$ cat src/servo_stop_params.svh
// offsets, field positions, reset values and counts of the stop selector
`ifndef SERVO_STOP_PARAMS_SVH
`define SERVO_STOP_PARAMS_SVH

// register byte offsets on the wishbone slave
`define OFS_POWER_LOSS    8'h00
`define OFS_SERVO_OFF     8'h04
`define OFS_PROTECTIVE    8'h08
`define OFS_OVERTRAVEL    8'h0C
`define OFS_ESTOP_TORQUE  8'h10
`define OFS_STANDSTILL    8'h14
`define OFS_STATUS        8'h18

// reset values of the settings
`define RST_STOP_CODE     4'h0
`define RST_OVT_CODE      2'h0
`define RST_ESTOP_TORQUE  9'h000
`define RST_STANDSTILL    16'h0010

// stop code boundaries
`define CODE_HOLD_FIRST   4'h4
`define CODE_HOLD_LAST    4'h7
`define CODE_ESTOP_BRAKE  4'h8
`define CODE_ESTOP_FREE   4'h9
`define OVT_CODE_ESTOP    2'h2
`define OVT_CODE_FREE     2'h1

// status register field positions
`define ST_BRAKE_BIT      0
`define ST_GATE_BIT       1
`define ST_TLIM_BIT       2
`define ST_STATE_LSB      4
`define ST_CAUSE_LSB      8
`define ST_OVT_LSB        12
`define ST_OVT_PEND_LSB   14

// qualify cycles for standstill detection
`define STANDSTILL_CYCLES 4

`endif

$ cat src/servo_stop_pkg.sv
// types and stop code decoding for the stop selector
package servo_stop_pkg;
  `include "servo_stop_params.svh"

  // braking action during deceleration
  typedef enum logic [1:0] {ACT_BRAKE, ACT_FREE, ACT_ESTOP} stop_act_t;
  // stop sequence state
  typedef enum logic [1:0] {ST_RUN, ST_DECEL, ST_STOPPED} stop_state_t;
  // trigger that started the stop
  typedef enum logic [2:0]
  {
    CS_NONE, CS_POWER, CS_ALARM, CS_OVERTRAVEL, CS_SERVO_OFF
  } stop_cause_t;

  // decoded stop plan
  typedef struct packed {
    stop_act_t decel;
    logic      afterBrake;
    logic      clearDev;
  } stop_plan_t;

  // maps a ten-value stop code onto its plan; out of range acts as 0
  function automatic stop_plan_t decode_stop(input logic [3:0] code);
    stop_plan_t p;
    p.decel      = code[0] ? ACT_FREE : ACT_BRAKE;
    p.afterBrake = !code[1];
    p.clearDev   = (code < `CODE_HOLD_FIRST);
    if (code == `CODE_ESTOP_BRAKE || code == `CODE_ESTOP_FREE)
    begin
      p.decel      = ACT_ESTOP;
      p.afterBrake = (code == `CODE_ESTOP_BRAKE);
      p.clearDev   = 1'b1;
    end
    else if (code > `CODE_ESTOP_FREE)
    begin
      p.decel      = ACT_BRAKE;
      p.afterBrake = 1'b1;
      p.clearDev   = 1'b1;
    end
    return p;
  endfunction : decode_stop

endpackage : servo_stop_pkg

$ cat src/standstill_detector.sv
// flags standstill once speed stays below threshold for some cycles
`timescale 1ns/1ps
`include "servo_stop_params.svh"
module standstill_detector
  import servo_stop_pkg::*;
#(
  parameter int SPEED_W = 16,
  parameter int QUAL    = `STANDSTILL_CYCLES
)
(
  input  wire logic               ref_clk,
  input  wire logic               rst,
  input  wire logic [SPEED_W-1:0] speedMag,
  input  wire logic [SPEED_W-1:0] threshold,
  output logic                    standstill
);
  logic [3:0] qualCnt_ff;    // consecutive slow cycles
  logic       still_ff;      // qualified standstill

  // count slow cycles, restart on any fast sample
  always_ff @(posedge ref_clk or posedge rst)
  begin
    if (rst)
    begin
      qualCnt_ff <= 4'h0;
      still_ff   <= 1'b0;
    end
    else if (speedMag < threshold)
    begin
      if (qualCnt_ff < 4'(QUAL))
        qualCnt_ff <= qualCnt_ff + 4'h1;
      still_ff <= (qualCnt_ff >= 4'(QUAL - 1));
    end
    else
    begin
      qualCnt_ff <= 4'h0;
      still_ff   <= 1'b0;
    end
  end

  assign standstill = still_ff;
endmodule : standstill_detector

$ cat src/deviation_clear_ctrl.sv
// drives clear and hold of the position deviation counter
`timescale 1ns/1ps
module deviation_clear_ctrl
  import servo_stop_pkg::*;
(
  input  wire logic ref_clk,
  input  wire logic rst,
  input  wire logic stopActive,
  input  wire logic clearSel,
  input  wire logic alarmActive,
  output logic      devClear,
  output logic      devHold
);
  logic alarmPrev_ff;   // alarm level one cycle ago
  logic clear_ff;       // clear request to counter
  logic hold_ff;        // hold request to counter

  // clear while stopping with clearSel set, or once as the alarm itself clears
  always_ff @(posedge ref_clk or posedge rst)
  begin
    if (rst)
    begin
      alarmPrev_ff <= 1'b0;
      clear_ff     <= 1'b0;
      hold_ff      <= 1'b0;
    end
    else
    begin
      alarmPrev_ff <= alarmActive;
      clear_ff     <= (stopActive && clearSel) ||
                      (alarmPrev_ff && !alarmActive);
      hold_ff      <= stopActive && !clearSel;
    end
  end

  assign devClear = clear_ff;
  assign devHold  = hold_ff;
endmodule : deviation_clear_ctrl

$ cat src/servo_stop_sequence_selector.sv
// stop sequence selector top with wishbone settings registers
`timescale 1ns/1ps
`include "servo_stop_params.svh"
module servo_stop_sequence_selector
  import servo_stop_pkg::*;
#(
  parameter int   SPEED_W         = 16,
  parameter logic BRAKE_DEFAULT_ON = 1'b1
)
(
  input  wire logic               ref_clk,
  input  wire logic               rst,
  input  wire logic               wbCyc,
  input  wire logic               wbStb,
  input  wire logic               wbWe,
  input  wire logic [7:0]         wbAdr,
  input  wire logic [3:0]         wbSel,
  input  wire logic [31:0]        wbDatW,
  output logic      [31:0]        wbDatR,
  output logic                    wbAck,
  input  wire logic               mainPowerLost,
  input  wire logic               servo_enable_input,
  input  wire logic               alarmActive,
  input  wire logic               alarmImmediate,
  input  wire logic               forward_travel_inhibit,
  input  wire logic               reverseTravelInhibit,
  input  wire logic [1:0]         storedOvertravelSetting,
  input  wire logic [SPEED_W-1:0] speedMag,
  output logic                    short_circuit_brake,
  output logic                    gateOff,
  output logic                    torqueLimitActive,
  output logic      [8:0]         torqueLimitValue,
  output logic                    devClear,
  output logic                    devHold
);
  // settings registers
  logic [3:0]         power_loss_stop_setting_ff;
  logic [3:0]         servo_off_stop_setting_ff;
  logic [3:0]         protective_stop_setting_ff;
  logic [1:0]         overtravel_stop_setting_ff;  // pending copy
  logic [8:0]         emergency_stop_torque_setting_ff;
  logic [SPEED_W-1:0] standstillThr_ff;
  logic [1:0]         appliedOvt_ff;               // in-force copy
  logic               ovtCaptured_ff;              // caught after reset
  // bus side
  logic               wbAck_ff;
  logic [31:0]        wbDatR_ff;
  logic               wbReq;
  logic [31:0]        rdMux;
  // sequencer
  stop_state_t        state_ff;
  stop_state_t        nxt_state;
  stop_cause_t        cause_ff;
  stop_cause_t        nxt_cause;
  stop_plan_t         plan_ff;
  stop_plan_t         nxt_plan;
  logic               anyTrigger;
  logic               overtravel;
  logic               standstill;
  // output flops
  logic               brake_ff;
  logic               gateOff_ff;
  logic               tlim_ff;
  logic [8:0]         tlimVal_ff;

  assign overtravel = forward_travel_inhibit || reverseTravelInhibit;
  assign anyTrigger = mainPowerLost || alarmActive || overtravel ||
                      !servo_enable_input;
  assign wbReq      = wbCyc && wbStb && !wbAck_ff;

  // settings writes with byte lanes
  always_ff @(posedge ref_clk or posedge rst)
  begin
    if (rst)
    begin
      power_loss_stop_setting_ff       <= `RST_STOP_CODE;
      servo_off_stop_setting_ff        <= `RST_STOP_CODE;
      protective_stop_setting_ff       <= `RST_STOP_CODE;
      overtravel_stop_setting_ff       <= `RST_OVT_CODE;
      emergency_stop_torque_setting_ff <= `RST_ESTOP_TORQUE;
      standstillThr_ff                 <= SPEED_W'(`RST_STANDSTILL);
    end
    else if (wbCyc && wbStb && wbWe && wbAck_ff) // lands with ack
    begin
      unique case (wbAdr)
        `OFS_POWER_LOSS:
          if (wbSel[0]) power_loss_stop_setting_ff <= wbDatW[3:0];
        `OFS_SERVO_OFF:
          if (wbSel[0]) servo_off_stop_setting_ff <= wbDatW[3:0];
        `OFS_PROTECTIVE:
          if (wbSel[0]) protective_stop_setting_ff <= wbDatW[3:0];
        `OFS_OVERTRAVEL:
          if (wbSel[0]) overtravel_stop_setting_ff <= wbDatW[1:0];
        `OFS_ESTOP_TORQUE:
        begin
          if (wbSel[0])
            emergency_stop_torque_setting_ff[7:0] <= wbDatW[7:0];
          if (wbSel[1])
            emergency_stop_torque_setting_ff[8] <= wbDatW[8];
        end
        `OFS_STANDSTILL:
        begin
          if (wbSel[0]) standstillThr_ff[7:0] <= wbDatW[7:0];
          if (wbSel[1]) standstillThr_ff[15:8] <= wbDatW[15:8];
        end
        default: ; // status and unmapped: write ignored
      endcase
    end
  end

  // overtravel setting in force is caught once after reset release
  always_ff @(posedge ref_clk or posedge rst)
  begin
    if (rst)
    begin
      appliedOvt_ff  <= `RST_OVT_CODE;
      ovtCaptured_ff <= 1'b0;
    end
    else if (!ovtCaptured_ff)
    begin
      appliedOvt_ff  <= storedOvertravelSetting;
      ovtCaptured_ff <= 1'b1;
    end
  end

  // read data multiplexer
  always_comb
  begin
    rdMux = 32'h0000_0000;
    unique case (wbAdr)
      `OFS_POWER_LOSS:   rdMux[3:0] = power_loss_stop_setting_ff;
      `OFS_SERVO_OFF:    rdMux[3:0] = servo_off_stop_setting_ff;
      `OFS_PROTECTIVE:   rdMux[3:0] = protective_stop_setting_ff;
      `OFS_OVERTRAVEL:   rdMux[1:0] = overtravel_stop_setting_ff;
      `OFS_ESTOP_TORQUE: rdMux[8:0] = emergency_stop_torque_setting_ff;
      `OFS_STANDSTILL:   rdMux[15:0] = standstillThr_ff;
      `OFS_STATUS:
      begin
        rdMux[`ST_BRAKE_BIT] = brake_ff;
        rdMux[`ST_GATE_BIT]  = gateOff_ff;
        rdMux[`ST_TLIM_BIT]  = tlim_ff;
        rdMux[`ST_STATE_LSB +: 2] = state_ff;
        rdMux[`ST_CAUSE_LSB +: 3] = cause_ff;
        rdMux[`ST_OVT_LSB +: 2]   = appliedOvt_ff;
        rdMux[`ST_OVT_PEND_LSB +: 2] = overtravel_stop_setting_ff;
      end
      default: rdMux = 32'h0000_0000; // unmapped reads zero
    endcase
  end

  // one-cycle acknowledge for every access, mapped or not
  always_ff @(posedge ref_clk or posedge rst)
  begin
    if (rst)
    begin
      wbAck_ff  <= 1'b0;
      wbDatR_ff <= 32'h0000_0000;
    end
    else
    begin
      wbAck_ff  <= wbReq;
      wbDatR_ff <= wbReq ? rdMux : 32'h0000_0000;
    end
  end

  // pick highest priority trigger and its plan
  always_comb
  begin
    nxt_cause = CS_NONE;
    nxt_plan  = decode_stop(servo_off_stop_setting_ff);
    if (mainPowerLost)
    begin
      nxt_cause = CS_POWER;
      nxt_plan  = decode_stop(power_loss_stop_setting_ff);
    end
    else if (alarmActive)
    begin
      nxt_cause = CS_ALARM;
      nxt_plan  = decode_stop(protective_stop_setting_ff);
      // immediate-stop alarms on codes 4 to 7 run operation A: emergency decel
      if (protective_stop_setting_ff >= `CODE_HOLD_FIRST &&
          protective_stop_setting_ff <= `CODE_HOLD_LAST &&
          alarmImmediate)
        nxt_plan.decel = ACT_ESTOP;
      nxt_plan.clearDev = 1'b0;  // clear waits for alarm reset
    end
    else if (overtravel)
    begin
      nxt_cause           = CS_OVERTRAVEL;
      nxt_plan.afterBrake = 1'b0;
      nxt_plan.clearDev   = 1'b0;
      if (appliedOvt_ff == `OVT_CODE_ESTOP)
        nxt_plan.decel = ACT_ESTOP;
      else if (appliedOvt_ff == `OVT_CODE_FREE)
        nxt_plan.decel = ACT_FREE;
      else
        nxt_plan.decel = ACT_BRAKE;
    end
    else if (!servo_enable_input)
      nxt_cause = CS_SERVO_OFF;
  end

  // stop sequence state machine
  always_comb
  begin
    nxt_state = state_ff;
    unique case (state_ff)
      ST_RUN:     if (anyTrigger) nxt_state = ST_DECEL;
      ST_DECEL:
        if (!anyTrigger)     nxt_state = ST_RUN;
        else if (standstill) nxt_state = ST_STOPPED;
      ST_STOPPED: if (!anyTrigger) nxt_state = ST_RUN;
    endcase
  end

  // state and latched plan
  always_ff @(posedge ref_clk or posedge rst)
  begin
    if (rst)
    begin
      state_ff <= ST_RUN;
      cause_ff <= CS_NONE;
      plan_ff  <= '0;
    end
    else
    begin
      state_ff <= nxt_state;
      if (state_ff == ST_RUN && anyTrigger)
      begin
        cause_ff <= nxt_cause;
        plan_ff  <= nxt_plan;
      end
      else if (nxt_state == ST_RUN)
        cause_ff <= CS_NONE;
    end
  end

  // brake, gate and torque limit outputs
  always_ff @(posedge ref_clk or posedge rst)
  begin
    if (rst)
    begin
      brake_ff   <= BRAKE_DEFAULT_ON;
      gateOff_ff <= 1'b1;
      tlim_ff    <= 1'b0;
      tlimVal_ff <= `RST_ESTOP_TORQUE;
    end
    else
    begin
      tlimVal_ff <= emergency_stop_torque_setting_ff;
      unique case (state_ff)
        ST_RUN:
        begin
          brake_ff   <= 1'b0;
          gateOff_ff <= 1'b0;
          tlim_ff    <= 1'b0;
        end
        ST_DECEL:
        begin
          brake_ff   <= (plan_ff.decel == ACT_BRAKE);
          gateOff_ff <= (plan_ff.decel != ACT_ESTOP);
          tlim_ff    <= (plan_ff.decel == ACT_ESTOP);
        end
        ST_STOPPED:
        begin
          brake_ff   <= plan_ff.afterBrake;
          gateOff_ff <= 1'b1;
          tlim_ff    <= 1'b0;
        end
      endcase
    end
  end

  // standstill qualification
  standstill_detector #(.SPEED_W(SPEED_W)) u_still
  (
    .ref_clk    (ref_clk),
    .rst        (rst),
    .speedMag   (speedMag),
    .threshold  (standstillThr_ff),
    .standstill (standstill)
  );

  // deviation counter clear and hold
  deviation_clear_ctrl u_dev
  (
    .ref_clk     (ref_clk),
    .rst         (rst),
    .stopActive  (state_ff != ST_RUN),
    .clearSel    (plan_ff.clearDev),
    .alarmActive (alarmActive),
    .devClear    (devClear),
    .devHold     (devHold)
  );

  assign wbAck               = wbAck_ff;
  assign wbDatR              = wbDatR_ff;
  assign short_circuit_brake = brake_ff;
  assign gateOff             = gateOff_ff;
  assign torqueLimitActive   = tlim_ff;
  assign torqueLimitValue    = tlimVal_ff;
endmodule : servo_stop_sequence_selector

$ cat config.mk
export PLATFORM = sky130hd
export DESIGN_NAME = servo_stop_sequence_selector
export DESIGN_NICKNAME = d
export VERILOG_FILES = /design/src/servo_stop_pkg.sv /design/src/standstill_detector.sv /design/src/deviation_clear_ctrl.sv /design/src/servo_stop_sequence_selector.sv
export VERILOG_INCLUDE_DIRS = /design/src
export SDC_FILE = /design/constraint.sdc
export NUM_CORES = 1
export LEC_CHECK = 0
export ABC_AREA = 1
export BUFFER_PORTS_ARGS = -buffer_cell sky130_fd_sc_hd__clkbuf_2
export CORE_ASPECT_RATIO = 1.75
export CORE_MARGIN = 4
export CORE_UTILIZATION = 55
export DETAILED_ROUTE_END_ITERATION = 7
export HOLD_SLACK_MARGIN = 0.02
export PLACE_DENSITY = 0.83
export SLEW_MARGIN = 20
export SYNTH_ARGS = -nofsm -noshare
export SYNTH_HDL_FRONTEND = slang
export SYNTH_SLANG_ARGS = --single-unit
export TNS_END_PERCENT = 1
$ cat constraint.sdc
create_clock -name ref_clk -period 4.66 [get_ports ref_clk]
set_input_delay 0.466 -clock ref_clk [delete_from_list [all_inputs] [get_ports ref_clk]]
set_output_delay 0.466 -clock ref_clk [all_outputs]
set_load 0.1 [all_outputs]
== Yosys cells after proc, flatten, opt, wreduce, memory -nomap -nowiden ==
Cells that the tools add are included.
Word-level totals
  ROM bits: 0
  bits in writable memories: 0
  word-level logic and storage cells: 139
  latch bits: 0
  register bits: 88
  input bits: 73
  memories kept: 0
Operators by class
  equality and inequality tests: 19
  divide/modulo/power cells: 0
  shift operators: 0
  multiply operators: 0
  mux-type cells: 42
  bitwise gates (word level): 0
  add/subtract/negate cells: 1
  reduce and logical (&&, ||, !) cells: 40
  $lt $le $gt $ge: 11
Operator list (count)
  $mux W4: 8
  $mux W3: 9
  $eq A4 B4 Y1 const B: 6
  $eq A8 B5 Y1 const B: 3
  $reduce_and A3 Y1: 8
  $eq A8 B4 Y1 const B: 2
  $lt A16 B16 Y1: 1
  $lt A4 B3 Y1 const B: 4
  $mux W16: 1
  $pmux W2 S7: 1
  $gt A4 B4 Y1 const B: 3
  $mux W2: 6
  $pmux W2 S3: 2
  $logic_and A1 B1 Y1: 10
  $pmux W1 S3: 3
  $eq A8 B3 Y1 const B: 1
  $logic_not A8 Y1: 1
  $logic_or A1 B1 Y1: 8
  $pmux W2 S2: 2
  $pmux W4 S2: 1
  $logic_not A1 Y1: 7
  $eq A2 B2 Y1 const B: 3
  $logic_not A2 Y1: 3
  $mux W1: 6
  other kinds (11): 14

== Logic depth before layout (Yosys ltp) ==
  depth after elaboration: 8
  depth in mapped cells: 11
  gate-level depth less buffers: 11

== Modules after synthesis ==
A second synthesis with hierarchy kept.
Unflattened totals
  cells, all modules: 550
  area total of the unflattened synthesis: 4501.8 sq um
Modules (own cells, without submodules)
  servo_stop_sequence_selector: cells an instance 456, sequential area each 2005.7 sq um, times used 1, area an instance 3797.4 sq um
  standstill_detector: cells an instance 84, sequential area each 125.1 sq um, times used 1, area an instance 603.1 sq um
  deviation_clear_ctrl: cells an instance 10, sequential area each 75.1 sq um, times used 1, area an instance 101.3 sq um

== Worst setup path before layout ==
No wires, ideal clock.
  path kind: register to register
  start point: register wbAck_ff (netlist: wbAck)
  end point: register standstillThr_ff[0]
  setup time: 120 ps
  cell stages (with the launch flop): 7
  data arrival time: 1995 ps
  clock period less this slack: 2114 ps
  setup slack: 2546 ps
  path through: dfrtp_1 -> inv_1 -> nor4_4 -> nand2_2 -> buf_6 -> nand2_1 -> o21ai_2
On the way
  word-level cells in the longest chain between the ends: 2
RTL lines
  start, declared: RTL line servo_stop_sequence_selector.sv:46  | logic wbAck_ff;
  start signal, assigned: RTL line servo_stop_sequence_selector.sv:161  | wbAck_ff <= wbReq;
  $logic_and A1 B1 Y1: RTL line servo_stop_sequence_selector.sv:83  | else if (wbCyc && wbStb && wbWe && wbAck_ff)
  $reduce_and A3 Y1 (no line)
  end signal, assigned: RTL line servo_stop_sequence_selector.sv:81  | standstillThr_ff <= SPEED_W'(`RST_STANDSTILL);
  end signal, assigned: RTL line servo_stop_sequence_selector.sv:103  | if (wbSel[0]) standstillThr_ff[7:0] <= wbDatW[7:0];
  end, declared: RTL line servo_stop_sequence_selector.sv:42  | logic [SPEED_W-1:0] standstillThr_ff;
No other way between the ends.
A chain may end at the register's enable or synchronous reset.

== Final worst setup path ==
  start point: input wbAdr[7]
  end point: register emergency_stop_torque_setting_ff[5]
On the way
  word-level cells in the longest chain between the ends: 2
RTL lines
  start, declared: RTL line servo_stop_sequence_selector.sv:16  | input wire logic [7:0] wbAdr,
  $eq A8 B5 Y1: RTL line servo_stop_sequence_selector.sv:85  | unique case (wbAdr)
  $reduce_and A3 Y1 (no line)
  end signal, assigned: RTL line servo_stop_sequence_selector.sv:80  | emergency_stop_torque_setting_ff <= `RST_ESTOP_TORQUE;
  end signal, assigned: RTL line servo_stop_sequence_selector.sv:97  | emergency_stop_torque_setting_ff[7:0] <= wbDatW[7:0];
  end, declared: RTL line servo_stop_sequence_selector.sv:41  | logic [8:0] emergency_stop_torque_setting_ff;
No other way between the ends.

==> flow_summary_export.csv <==
group,metric,value,unit
run_status,status,"finished, final reports clean",
cts,cts_resized,0,
cts,cts_tree,"done",
synthesis,yosys-top-cells-area,"dfrtp_1, nand2_1, inv_1",
sta,fmaxAchievable,0.520,GHz
die,die_area,9530,um^2
global_routing,antenna_found_initial,0,
synthesis,syn_inst,521,
synthesis,yosysTopAreaCellShare,0.484,
cts,numCtsBuffers,9,
finish,final_common_cell,"nand2_1",
setup_path,path_class,"in -> reg",
synthesis,ys_seq_elements,88,
global_routing,grt_pass1_vias,3761,
setup_path,rr_startpoint,"wbAck",
global_routing,grt_overflow_total,0,
power_and_ir_drop,p_sw_frac,0.335,
synthesis,synth_compound_area_frac,0.115,
sta,tightest_slew,824,ps
synthesis,syn-cell-area,4390,um^2
synthesis,synth_mux_area_frac,0.00484,
die,io_pins,120,
synthesis,yosys.area.top_type,"dfrtp_1",
placement,placed_area,4820,um^2
drt,dr.pass1.iters,5,
synthesis,synth.avg_cell_area,8.43,um^2
global_routing,grt_usage,0.230,
setup_path,reg2reg_slack,2890,ps
setup_path,r2r-end,"standstillThr_ff[2]",
setup_path,max_stage_delay,680,ps
setup_path,cpMostUsedCell,"nor2_1",
drt,wl_per_cell,14.7,um
sta,setup-violations-final,0,
finish,area_growth,17.4,%
cts,clk_pin_slew,60,ps
placement,routabilityCongestion,0.920,
cts,htreeDepth,3,
sta,skew,5.25,ps
sta,totalNegativeSetupSlack,0,ps
power_and_ir_drop,power_density,419,nW/um^2
die,initial_utilization,0.572,
global_routing,grt_first_pass_wirelength,16400,um
cts,cts_sinks,88,
finish,final_cell_mix,"nand2_1, dfrtp_1, clkbuf_2, inv_1, nor2_1",
drt,drt-total-wl,10300,um
die,die_w,75.5,um
finish,drive_gt1_frac,0.216,
synthesis,yosys.area_share.simple,0.221,
power_and_ir_drop,clock_power_share,0.365,
drt,drt_iter0_drc,235,
cts,clock_latency,350,ps
drt,drtAntennaViolNets,0,
finish,nets,703,
sta,slew_headroom,0.449,
finish,antenna_cells,0,
power_and_ir_drop,pwr-share-comb,0.230,
cts,cts.path.max_buffers,2,
drt,vias_per_cell,5.34,
die,core.rowCount,42,
setup_path,crit_path_max_fanout,16,
cts,root_buffer,"clkbuf_16",
die,placeableCoreArea,7670,um^2
sta,rsz0062_at_grt,"no",
synthesis,synth-warning-count,0,
synthesis,synth.distinct_cells,32,
sta,post-route-period-util,0.412,
power_and_ir_drop,internal-power,0.00144,W
placement,port_buffers,85,
run,maxCapViolations,0,
die,die_y,126,um
synthesis,synth-xor-area-share,0.00199,
drt,drc_errors,0,
synthesis,yosysSeqAreaShare,0.502,
cts,holdBufCountCts,0,
power_and_ir_drop,max-vdd-ir-drop,360,uV
hold_path,hp-class,"in -> async",
setup_path,path_cells,"clkbuf_2, nor2_1, nand3_2, nor2_1, nand2_2, o21ai_0",
sta,period_minus_slack,1920,ps
setup_path,slowest_stage,"nor2_1",
sta,hold_viol,0,
setup_path,cp.arrival,2180,ps
power_and_ir_drop,pwr-share-seq,0.405,
sta,report.final.slew_viol_count,0,
cts,post_cts_buffers,0,
placement,place_hpwl,7930,um
power_and_ir_drop,p_sw,0.000723,W
synthesis,synth_top_family_by_area,"simple AND/OR/NAND/NOR gates",
setup_path,critPathLaunchType,"primary input",
drt,vias,3758,
synthesis,synth-adder-area-share,0.0541,
setup_path,rr_worst_depth,5,
power_and_ir_drop,p_leak,2.72,nW
global_routing,grt_max_degree,46,
finish,design_area,5150,um^2
setup_path,endpoint_kind,"flip-flop",
setup_path,crit_required,4920,ps
[cells in the mapped netlist]
cell type,number
nand2_1,130
dfrtp_1,85
inv_1,71
nor2_1,52
o21ai_0,39
a21oi_1,30
nand3_1,25
ha_1,19
buf_4,16
o21ai_2,9
a21oi_2,7
nor3_1,6
nand4_1,4
buf_6,3
dfstp_2,3
nand2_2,3
buf_2,2
conb_1,2
nor2_2,2
clkbuf_1,1
mux2_2,1
mux2i_1,1
nand2_4,1
nand3_2,1
nor2_4,1
nor3_4,1
nor4_1,1
nor4_4,1
o211ai_1,1
o21ai_1,1
o22ai_1,1
xnor2_1,1
[kinds of logic after synthesis]
| group | Yosys count |
|---|---|
| and+or+nand+nor | 228 |
| buffers and inverters | 93 |
| DFF | 88 |
| xor gates and xnor gates | 1 |
| AOI/OAI and AO/OA | 88 |
| muxes | 2 |
| other | 2 |
| adders and majority gates | 19 |
[worst max-delay path: cells and delay by family]
kind / cells / cell delay [ps]
AND/OR/NAND/NOR: 4 / 1360
AO/OA/AOI/OAI: 1 / 260
buffers and inverters: 1 / 80
[how the worst max path moves through the flow]
stage / end / start / slack [ps] / cells past startpoint
after floorplan: appliedOvt_ff[0] / rst / 1920 / 1
after global placement: emergency_stop_torque_setting_ff[2] / wbAdr[7] / 2500 / 7
after detailed placement: emergency_stop_torque_setting_ff[1] / wbAdr[7] / 2420 / 6
after CTS: emergency_stop_torque_setting_ff[5] / wbAdr[7] / 2760 / 6
after global routing: emergency_stop_torque_setting_ff[1] / wbAdr[7] / 2600 / 7
final: emergency_stop_torque_setting_ff[5] / wbAdr[7] / 2740 / 6
[stage by stage]
| step | std cells | hold WS, ps | total power (W) | worst slack, ps | utilization |
|---|---|---|---|---|---|
| floorplan | 536 | 374 | 0.00127 | 1920 | - |
| finish | 704 | 212 | 0.00216 | 2740 | 0.672 |
| global placement | 688 | 383 | 0.00135 | 2500 | 0.629 |
| detailed placement | 688 | 386 | 0.00138 | 2420 | 0.629 |
| CTS | 704 | 241 | 0.00216 | 2760 | 0.672 |
| global route | 704 | 285 | 0.00225 | 2600 | 0.672 |
[state kept, by name (all words and copies together) (netlist names)]
register,count
appliedOvt_ff,2
cause_ff,3
emergency_stop_torque_setting_ff,9
gateOff,1
overtravel_stop_setting_ff,2
ovtCaptured_ff,1
plan_ff,4
power_loss_stop_setting_ff,4
protective_stop_setting_ff,4
servo_off_stop_setting_ff,4
short_circuit_brake,1
standstillThr_ff,16
state_ff,2
torqueLimitActive,1
torqueLimitValue,9
u_dev.alarmPrev_ff,1
u_dev.devClear,1
u_dev.devHold,1
u_still.qualCnt_ff,4
u_still.standstill,1
wbAck,1
wbDatR,16
[final cells by class]
type,instances,area (um^2)
clock buffers,10,239
well taps,88,110
multi-input cells,355,1810
clock inverters,6,91.3
flip-flops and latches,88,2210
inverters,71,268
fillers,636,2520
repair buffers,86,433
[layer usage]
metal  wire length [um]  share of wire  vias to the layer above  global-route usage
met5                  0              0                        -                   0
met4                483          0.047                        0               0.147
met3                553          0.054                       39              0.0399
met2               5670           0.55                      137               0.409
met1               3610           0.35                     1768               0.233
li1                   -              -                     1814                   -
[power groups by stage]
| stage | Clock, W | Combinational, W | Sequential [W] |
|---|---|---|---|
| 2_1_floorplan | 0 | 0.000275 | 0.000990 |
| 3_3_place_gp | 0 | 0.000470 | 0.000882 |
| 3_5_place_dp | 0 | 0.000491 | 0.000887 |
| 4_1_cts | 0.000790 | 0.000497 | 0.000873 |
| 5_1_grt | 0.000821 | 0.000548 | 0.000879 |
| 6_report | 0.000788 | 0.000496 | 0.000874 |
Power figures use the tool's default switching activity.
